File: src/hdl/pcl_defs.vh
// Constants for the transceiver control and strap pin block
`ifndef PCL_DEFS_VH
`define PCL_DEFS_VH

// ****************************************
// Register map (byte addresses)
// ****************************************
`define PCL_ADDR_CTRL 12'h000
`define PCL_ADDR_LEDCFG 12'h004
`define PCL_ADDR_STATUS 12'h008
`define PCL_ADDR_STRAPS 12'h00c

// ****************************************
// Control register fields
// ****************************************
`define PCL_CTRL_SWRST 0
`define PCL_CTRL_SLEEP_OVR 1
`define PCL_CTRL_SLEEP_VAL 2
`define PCL_CTRL_PAUSE 3
`define PCL_CTRL_RST_VAL 4'h0

// ****************************************
// Indicator configuration: four bits per pin
// ****************************************
`define PCL_LED_W 4
`define PCL_LEDCFG_RST 12'h210
`define PCL_LED_LINK 4'h0
`define PCL_LED_ACT 4'h1
`define PCL_LED_SPEED 4'h2
`define PCL_LED_DUPLEX 4'h3
`define PCL_LED_ON 4'h4
`define PCL_LED_OFF 4'h5

// ****************************************
// Timing
// ****************************************
`define PCL_CLK_MHZ 100
`define PCL_RST_EXT_US 258
`define PCL_RST_CYC (`PCL_RST_EXT_US * `PCL_CLK_MHZ)
`define PCL_CNT_W 15
`define PCL_SAMPLE_CYC 15'h0004

// ****************************************
// Reset sequencer states
// ****************************************
`define PCL_ST_RESET 2'h0
`define PCL_ST_SAMPLE 2'h1
`define PCL_ST_RUN 2'h2

`endif

File: src/hdl/pcl_pin_ctrl.v
// Control and strap pin logic of a 10/100 transceiver, with APB registers
//
// Chosen here: the placing of the registers and the APB register port.
`timescale 1ns/1ps
`default_nettype none
`include "pcl_defs.vh"

// Function
// RULE_01 - Reset pin OR software reset bit
// RULE_02 - Internal reset lasts 258 us
// RULE_03 - Pause strap high advertises pause
// RULE_04 - Sleep pin permits low-power sleep
// RULE_05 - Managed mode: register overrides sleep pin
// RULE_06 - Power-down pin high holds power-down
// RULE_07 - Indicator pins show configured status
// RULE_08 - Indicator pins sampled as straps first
// RULE_09 - Managed: pins set only reset defaults; code: pause only, sleep pin live unless overridden, power-down pin live
// RULE_10 - Address straps captured, match frames only
module pcl_pin_ctrl #(
	parameter RST_CYC = `PCL_RST_CYC
) (
	// APB slave
	input wire pclk,
	input wire presetn,
	input wire psel,
	input wire penable,
	input wire pwrite,
	input wire [11:0] paddr,
	input wire [31:0] pwdata,
	output reg [31:0] prdata,
	output wire pready,
	output wire pslverr,
	// Hardware control pins
	input wire reset_pin_n,
	input wire pause_pin,
	input wire sleep_pin,
	input wire power_down_pin,
	input wire management_port_disable,
	input wire phy_address_strap_msb,
	input wire [3:1] phy_address_strap_mid,
	input wire phy_address_strap_lsb,
	// Indicator / strap pins, three signals each
	input wire [3:1] indicator_strap_in,
	output reg [3:1] indicator_strap_out,
	output reg [3:1] indicator_strap_oe,
	// Link status feeding the indicators
	input wire link_up,
	input wire activity,
	input wire speed_100,
	input wire full_duplex,
	// Management frame address check
	input wire [4:0] frame_phy_addr,
	output wire frame_addr_match,
	// Outputs to the transceiver core
	output reg core_reset,
	output reg pause_advertise,
	output reg sleep_allowed,
	output reg power_down,
	output reg [4:0] phy_address,
	output reg [3:1] strap_config,
	output reg managed_mode
);

	// ****************************************
	// Local constants
	// ****************************************
	// Last count of the stretch, cut to the counter width on purpose
	localparam integer RST_LAST_I = RST_CYC - 1;
	localparam [`PCL_CNT_W-1:0] RST_LAST = RST_LAST_I[`PCL_CNT_W-1:0];
	localparam [`PCL_CNT_W-1:0] CNT_ONE = {{(`PCL_CNT_W-1){1'b0}}, 1'b1};
	// Sequencer states
	localparam [1:0] ST_RESET = `PCL_ST_RESET;
	localparam [1:0] ST_SAMPLE = `PCL_ST_SAMPLE;
	localparam [1:0] ST_RUN = `PCL_ST_RUN;

	// ****************************************
	// Internal state
	// ****************************************
	// Register file
	reg [3:0] ctrl_q;
	reg [11:0] ledcfg_q;
	// Sequencer
	reg [1:0] state_q;
	reg [1:0] state_d;
	reg [`PCL_CNT_W-1:0] cnt_q;
	reg [`PCL_CNT_W-1:0] cnt_d;
	// Pause default captured with the straps
	reg pause_def_q;
	// Read wait state
	reg rd_done_q;
	// Bus decode
	wire acc;
	wire wr_en;
	wire rd_en;
	wire rd_take;
	wire addr_ok;
	// Reset merge and phase decode
	wire rst_req;
	wire in_reset;
	wire in_sample;
	wire in_run;
	wire last_cnt;
	// Next values of the core controls
	reg pause_adv_d;
	reg sleep_allowed_d;
	// Status picked for each indicator
	wire [3:1] led_val;

	// ****************************************
	// APB access
	// ****************************************
	// Writes finish in their first access cycle. A read takes one wait
	// state: the word is registered first and pready follows, so prdata
	// already stands at the edge where the master samples pready.
	assign acc = psel & penable;
	assign wr_en = acc & pwrite;
	assign rd_en = acc & ~pwrite;
	assign rd_take = rd_en & ~rd_done_q;
	assign pready = ~rd_en | rd_done_q;
	// Unmapped offsets read zero and flag an error
	assign addr_ok = (paddr == `PCL_ADDR_CTRL) |
		(paddr == `PCL_ADDR_LEDCFG) | (paddr == `PCL_ADDR_STATUS) |
		(paddr == `PCL_ADDR_STRAPS);
	assign pslverr = acc & ~addr_ok;

	// Wait-state flag, cleared as soon as the access phase ends
	always @(posedge pclk or negedge presetn) begin
		if (!presetn) begin
			rd_done_q <= 1'b0;
		end else begin
			rd_done_q <= rd_take;
		end
	end

	// Read data is registered in the first access cycle of a read
	always @(posedge pclk or negedge presetn) begin
		if (!presetn) begin
			prdata <= 32'h0;
		end else if (rd_take) begin
			case (paddr)
			`PCL_ADDR_CTRL: prdata <= {28'h0, ctrl_q};
			`PCL_ADDR_LEDCFG: prdata <= {20'h0, ledcfg_q};
			`PCL_ADDR_STATUS: prdata <= {26'h0, state_q, managed_mode,
				power_down, sleep_allowed, pause_advertise};
			`PCL_ADDR_STRAPS: prdata <= {24'h0, strap_config, phy_address};
			default: prdata <= 32'h0;
			endcase
		end
	end

	// Control and indicator configuration registers. The software reset
	// bit clears itself once the sequencer is in reset, or it would hold
	// the count at zero for ever; a write on that edge wins.
	always @(posedge pclk or negedge presetn) begin
		if (!presetn) begin
			ctrl_q <= `PCL_CTRL_RST_VAL;
			ledcfg_q <= `PCL_LEDCFG_RST;
		end else if (in_sample) begin
			// RULE_09 pins load defaults
			ctrl_q[`PCL_CTRL_PAUSE] <= pause_def_q;
			ctrl_q[`PCL_CTRL_SWRST] <= 1'b0;
		end else begin
			if (in_reset) begin
				ctrl_q[`PCL_CTRL_SWRST] <= 1'b0;
			end
			if (wr_en && paddr == `PCL_ADDR_CTRL) begin
				ctrl_q <= pwdata[3:0];
			end
			if (wr_en && paddr == `PCL_ADDR_LEDCFG) begin
				ledcfg_q <= pwdata[11:0];
			end
		end
	end

	// ****************************************
	// Reset sequencer
	// ****************************************
	// Any reset request restarts the count, so the stretch runs from the
	// last asserted cycle. The request is honoured in every state, so a
	// one-cycle pulse on the reset pin is never lost. Straps are sampled
	// in the last counted cycle, defaults loaded in the sample cycle.
	// RULE_01 reset condition merge
	assign rst_req = ~reset_pin_n | ctrl_q[`PCL_CTRL_SWRST];
	// Phase decode shared by the processes above and below
	assign in_reset = (state_q == ST_RESET);
	assign in_sample = (state_q == ST_SAMPLE);
	assign in_run = (state_q == ST_RUN);
	assign last_cnt = in_reset && (cnt_q == RST_LAST);

	// Next state: a request restarts the count in every state
	always @* begin
		state_d = state_q;
		cnt_d = cnt_q;
		if (rst_req) begin
			state_d = ST_RESET;
			cnt_d = {`PCL_CNT_W{1'b0}};
		end else begin
			case (state_q)
			ST_RESET: begin
				// RULE_02 extend reset
				if (cnt_q == RST_LAST) begin
					state_d = ST_SAMPLE;
				end else begin
					cnt_d = cnt_q + CNT_ONE;
				end
			end
			ST_SAMPLE: begin
				state_d = ST_RUN;
			end
			ST_RUN: begin
				state_d = ST_RUN;
			end
			default: begin
				state_d = ST_RESET;
				cnt_d = {`PCL_CNT_W{1'b0}};
			end
			endcase
		end
	end

	// Sequencer registers
	always @(posedge pclk or negedge presetn) begin
		if (!presetn) begin
			state_q <= ST_RESET;
			cnt_q <= {`PCL_CNT_W{1'b0}};
		end else begin
			state_q <= state_d;
			cnt_q <= cnt_d;
		end
	end

	// Strap capture in the last counted cycle, pins still released
	always @(posedge pclk or negedge presetn) begin
		if (!presetn) begin
			phy_address <= 5'h0;
			strap_config <= 3'h0;
			managed_mode <= 1'b0;
			pause_def_q <= 1'b0;
		end else if (last_cnt) begin
			// RULE_10 capture address
			phy_address <= {phy_address_strap_msb, phy_address_strap_mid,
				phy_address_strap_lsb};
			// RULE_08 sample indicator straps
			strap_config <= indicator_strap_in;
			managed_mode <= ~management_port_disable;
			pause_def_q <= pause_pin;
		end
	end

	// RULE_10 address match
	assign frame_addr_match = managed_mode && in_run &&
		(frame_phy_addr == phy_address);

	// ****************************************
	// Core control outputs
	// ****************************************
	// Managed mode takes pause from a register bit loaded from its pin at reset,
	// and sleep from the register only when overridden; otherwise the pins act live
	always @* begin
		// RULE_03 pause advertise
		if (managed_mode) begin
			pause_adv_d = ctrl_q[`PCL_CTRL_PAUSE];
		end else begin
			pause_adv_d = pause_pin;
		end
		// RULE_04 RULE_05 sleep select
		if (managed_mode && ctrl_q[`PCL_CTRL_SLEEP_OVR]) begin
			sleep_allowed_d = ctrl_q[`PCL_CTRL_SLEEP_VAL];
		end else begin
			sleep_allowed_d = sleep_pin;
		end
	end

	// Core control registers; power down never resets the block, it
	// only gates the indicator drive
	always @(posedge pclk or negedge presetn) begin
		if (!presetn) begin
			core_reset <= 1'b1;
			pause_advertise <= 1'b0;
			sleep_allowed <= 1'b0;
			power_down <= 1'b0;
		end else begin
			core_reset <= !in_run;
			pause_advertise <= pause_adv_d;
			sleep_allowed <= sleep_allowed_d;
			// RULE_06 power down follows pin
			power_down <= power_down_pin;
		end
	end

	// ****************************************
	// Indicator drivers
	// ****************************************
	// Each pin picks its status from a four-bit field; unused codes read
	// as off, so a stray write cannot light a pin
	genvar gi;
	generate
		for (gi = 1; gi <= 3; gi = gi + 1) begin : g_led
			wire [`PCL_LED_W-1:0] code;
			reg sel;
			assign code = ledcfg_q[gi*`PCL_LED_W-1 -: `PCL_LED_W];
			// RULE_07 status select
			always @* begin
				case (code)
				`PCL_LED_LINK: sel = link_up;
				`PCL_LED_ACT: sel = activity;
				`PCL_LED_SPEED: sel = speed_100;
				`PCL_LED_DUPLEX: sel = full_duplex;
				`PCL_LED_ON: sel = 1'b1;
				default: sel = 1'b0;
				endcase
			end
			assign led_val[gi] = sel;
		end
	endgenerate

	// Pins stay released until straps are sampled, and while powered down
	// RULE_08 release for strap sampling
	always @(posedge pclk or negedge presetn) begin
		if (!presetn) begin
			indicator_strap_out <= 3'h0;
			indicator_strap_oe <= 3'h0;
		end else begin
			indicator_strap_out <= led_val;
			indicator_strap_oe <= {3{in_run && !power_down_pin}};
		end
	end

endmodule // pcl_pin_ctrl

`default_nettype wire

File: config.mk
export PLATFORM = sky130hd
export DESIGN_NAME = pcl_pin_ctrl
export DESIGN_NICKNAME = d
export VERILOG_FILES = /design/src/hdl/pcl_pin_ctrl.v
export VERILOG_INCLUDE_DIRS = /design/src /design/src/hdl
export SDC_FILE = /design/constraint.sdc
export NUM_CORES = 1
export LEC_CHECK = 0
export ABC_AREA = 1
export BUFFER_PORTS_ARGS = -buffer_cell sky130_fd_sc_hd__buf_4
export CAP_MARGIN = 10
export CORE_MARGIN = 2
export CORE_UTILIZATION = 40
export CTS_CLUSTER_SIZE = 28
export DETAILED_ROUTE_END_ITERATION = 10
export PLACE_DENSITY = 0.66
export SYNTH_ARGS = -nofsm -noshare
export SYNTH_HDL_FRONTEND = slang
export SYNTH_SLANG_ARGS = --single-unit
File: constraint.sdc
create_clock -name pclk -period 3.7 [get_ports pclk]
set_clock_uncertainty 0.1 [all_clocks]
set_input_delay 0.37 -clock pclk [delete_from_list [all_inputs] [get_ports pclk]]
set_output_delay 0.37 -clock pclk [all_outputs]
set_load 0.01 [all_outputs]
==> impl_metrics.env <==
export IMPL_tns_ns=0
export IMPL_die_w_microns=101
export IMPL_die_y_microns=101
export IMPL_rrSetupSlack_ns=1.44
export IMPL_rows=35
export IMPL_viasPerCell=4.90
export IMPL_ys_types=37
export IMPL_numPortBuffers=84
export IMPL_cp_endpoint="strap_config[2]$_DFFE_PN0P_"
export IMPL_worstSkewPairLatency_ns=0.34
export IMPL_worstSetupStartpoint="cnt_q[0]$_DFFE_PN0P_"
export IMPL_grt_pass1_vias=3029
export IMPL_clock_fmax_ghz=0.442
export IMPL_cpMostUsedCell="nand3_1"
export IMPL_grt_overflow=0
export IMPL_max_slew_margin_pct=45.2
export IMPL_r2r_end="strap_config[2]$_DFFE_PN0P_"
export IMPL_required_ns=3.80
export IMPL_cts_inserted_buffers=9
export IMPL_crit_type="reg -> reg"
export IMPL_vias=3383
export IMPL_core_sq_um=9150
export IMPL_finalHoldViolCount=0
export IMPL_cp_slowest_cell="nand3_1"
export IMPL_grt_usage_pct=17.9
export IMPL_layout_drive_gt1_share_pct=22.5
export IMPL_yosys_warnings=0
export IMPL_grt_max_degree=65
export IMPL_path_clk_slew_ns=0.07
export IMPL_holdCritPathClass="in -> async"
export IMPL_clock_sinks=64
export IMPL_power_mw=1.61
export IMPL_place_area_sq_um=4340
export IMPL_ys_ff_latch=64
export IMPL_p_leak_nw=2.33
export IMPL_wl_per_cell_microns=12.8
export IMPL_p_per_area_nw_per_um2=354
export IMPL_cp_arrival_ns=2.36
export IMPL_r2r_start="cnt_q[0]$_DFFE_PN0P_"
export IMPL_fill_cells=917
export IMPL_wirelength_mm=8.86
export IMPL_areaGrowthSynthToFinish_pct=22.1
export IMPL_htree_levels=3
export IMPL_slew_violations=0
export IMPL_rsz0062_at_grt="false"
export IMPL_io_pins=125
export IMPL_syn_area_sq_um=3730
export IMPL_antenna_left=0
export IMPL_path_max_fanout=20
export IMPL_final_cell_area_sq_um=4550
export IMPL_gp_congestion=0.896
export IMPL_holdBufCountCts=0
export IMPL_grt_pass1_wl_mm=14.2
export IMPL_drtIter0Drc=102
export IMPL_nets=650
export IMPL_postCtsSetupRepairBufs=0
export IMPL_status="finished clean"
export IMPL_fin_crit_ns=2.26
export IMPL_drc=0
export IMPL_end_kind="flop"
export IMPL_antenna_found_initial=0
export IMPL_rr_worst_depth=6
export IMPL_dieArea_sq_um=10100
export IMPL_critPathLaunchType="flop"
export IMPL_start_util_pct=40.7
export IMPL_post_cts_resized=0
export IMPL_dp_hpwl_mm=6.60
export IMPL_first_pass_iters=5
export IMPL_critPathMaxStageDelay_ns=0.60
export IMPL_clockRootBuffer="clkbuf_8"
export IMPL_worstPathCellList="ha_1, nand3_1, nor4_1, nand3_1, nand2_1, o21ai_1"
export IMPL_cts_tree="built"
export IMPL_post_route_period_util_pct=61.2
export IMPL_setup_viol=0
export IMPL_cts_buffer_depth=2
export IMPL_syn_inst=493
export IMPL_worstMarginPinSlew_ns=0.823
export IMPL_diodes=0
export IMPL_ys_seq_area_share_pct=43.1
export IMPL_avgSynthCellArea_sq_um=7.56
export IMPL_vdd_drop_max_mv=0.163
export IMPL_cap_violations=0
## worst max-delay path: cells and delay by family (launching register included)
kind | cells | cell delay [ns]
DFF | 1 | 0.44
adders and majority gates | 1 | 0.29
AOI/OAI and AO/OA | 1 | 0.08
and+or+nand+nor | 4 | 1.20
## report_power, final
| group | switching [mW] | internal, mW |
|---|---|---|
| clock | 0.277 | 0.392 |
| combinational | 0.136 | 0.0762 |
| sequential | 0.0143 | 0.717 |
| total | 0.427 | 1.19 |
## registers in the layout (all words and copies together), names as in the netlist, 2 cells and up
register	cells
cnt_q	15
ctrl_q	4
indicator_strap_out	3
ledcfg_q	12
phy_address	5
prdata	12
state_q	2
strap_config	3
## how the worst min path moves through the flow
stage	cells past startpoint	slack, ns	to
floorplan	0	-0.03	cnt_q[0]$_DFFE_PN0P_
global placement	1	0.31	indicator_strap_out[2]$_DFF_PN0_
detailed placement	1	0.32	indicator_strap_out[2]$_DFF_PN0_
CTS	1	0.03	power_down$_DFF_PN0_
global route	1	0.03	power_down$_DFF_PN0_
finish	1	0.006	prdata[10]$_DFFE_PN0P_
## metrics by stage
step	util, %	setup slack (ns)	cells	hold slack, ns
5_1_grt	49.7	1.15	690	0.0326
3_3_place_gp	47.4	1.52	675	0.315
3_5_place_dp	47.4	1.46	675	0.317
6_report	49.7	1.44	690	0.00638
4_1_cts	49.7	1.44	690	0.0310
2_1_floorplan	-	2.09	512	-0.0256
## routing by layer
layer | track usage [%] | vias to the layer above | wire [microns]
met5 | 0 | - | 0
met4 | 7.90 | 0 | 142
met3 | 2.98 | 15 | 442
met2 | 29.7 | 94 | 4250
met1 | 22.9 | 1564 | 4030
li1 | - | 1710 | -
## cells in the mapped netlist (all sizes together)
| master | count | area share [%] |
|---|---|---|
| a211oi | 1 | 0.20 |
| a21oi | 7 | 0.94 |
| a22o | 2 | 0.47 |
| a31oi | 1 | 0.17 |
| buf | 32 | 6.1 |
| conb | 1 | 0.10 |
| dfrtp | 61 | 41 |
| dfstp | 3 | 2.1 |
| ha | 4 | 1.3 |
| inv | 75 | 7.6 |
| nand2 | 115 | 12 |
| nand3 | 65 | 8.9 |
| nand4 | 11 | 1.8 |
| nor2 | 51 | 5.9 |
| nor3 | 6 | 1.5 |
| nor4 | 2 | 0.50 |
| o211ai | 3 | 0.60 |
| o21ai | 42 | 6.1 |
| o22ai | 2 | 0.34 |
| o31ai | 4 | 0.81 |
| or2 | 1 | 0.17 |
| xnor2 | 2 | 0.47 |
| xor2 | 2 | 0.47 |
## layout make-up
type	count	area (sq um)	area share (%)
Timing Repair Buffer	84	631	13.9
Multi-Input combinational cell	341	1680	37.0
Clock buffer	11	141	3.11
Sequential cell	64	1610	35.3
Tap cell	111	139	3.05
Inverter	75	282	6.18
Clock inverter	4	70.1	1.54
## cells in the final DEF (no fill, tap or decap), types with 10 or more instances in the layout
cell type,n
buf_4,84
dfrtp_1,61
nand4_1,11
nor2_1,45
clkbuf_8,10
o21ai_0,15
conb_1,20
nand2_1,107
inv_1,72
o21ai_1,22
nand3_1,64
## cells by family after synthesis
logic type	share of synthesized area [%]
compound gates	9.66
xor+xnor	0.940
fa+ha+maj	1.34
buf+inv	13.7
flops	43.1
other cells	0.101
simple gates	31.2
Power figures use the tool's default switching activity.
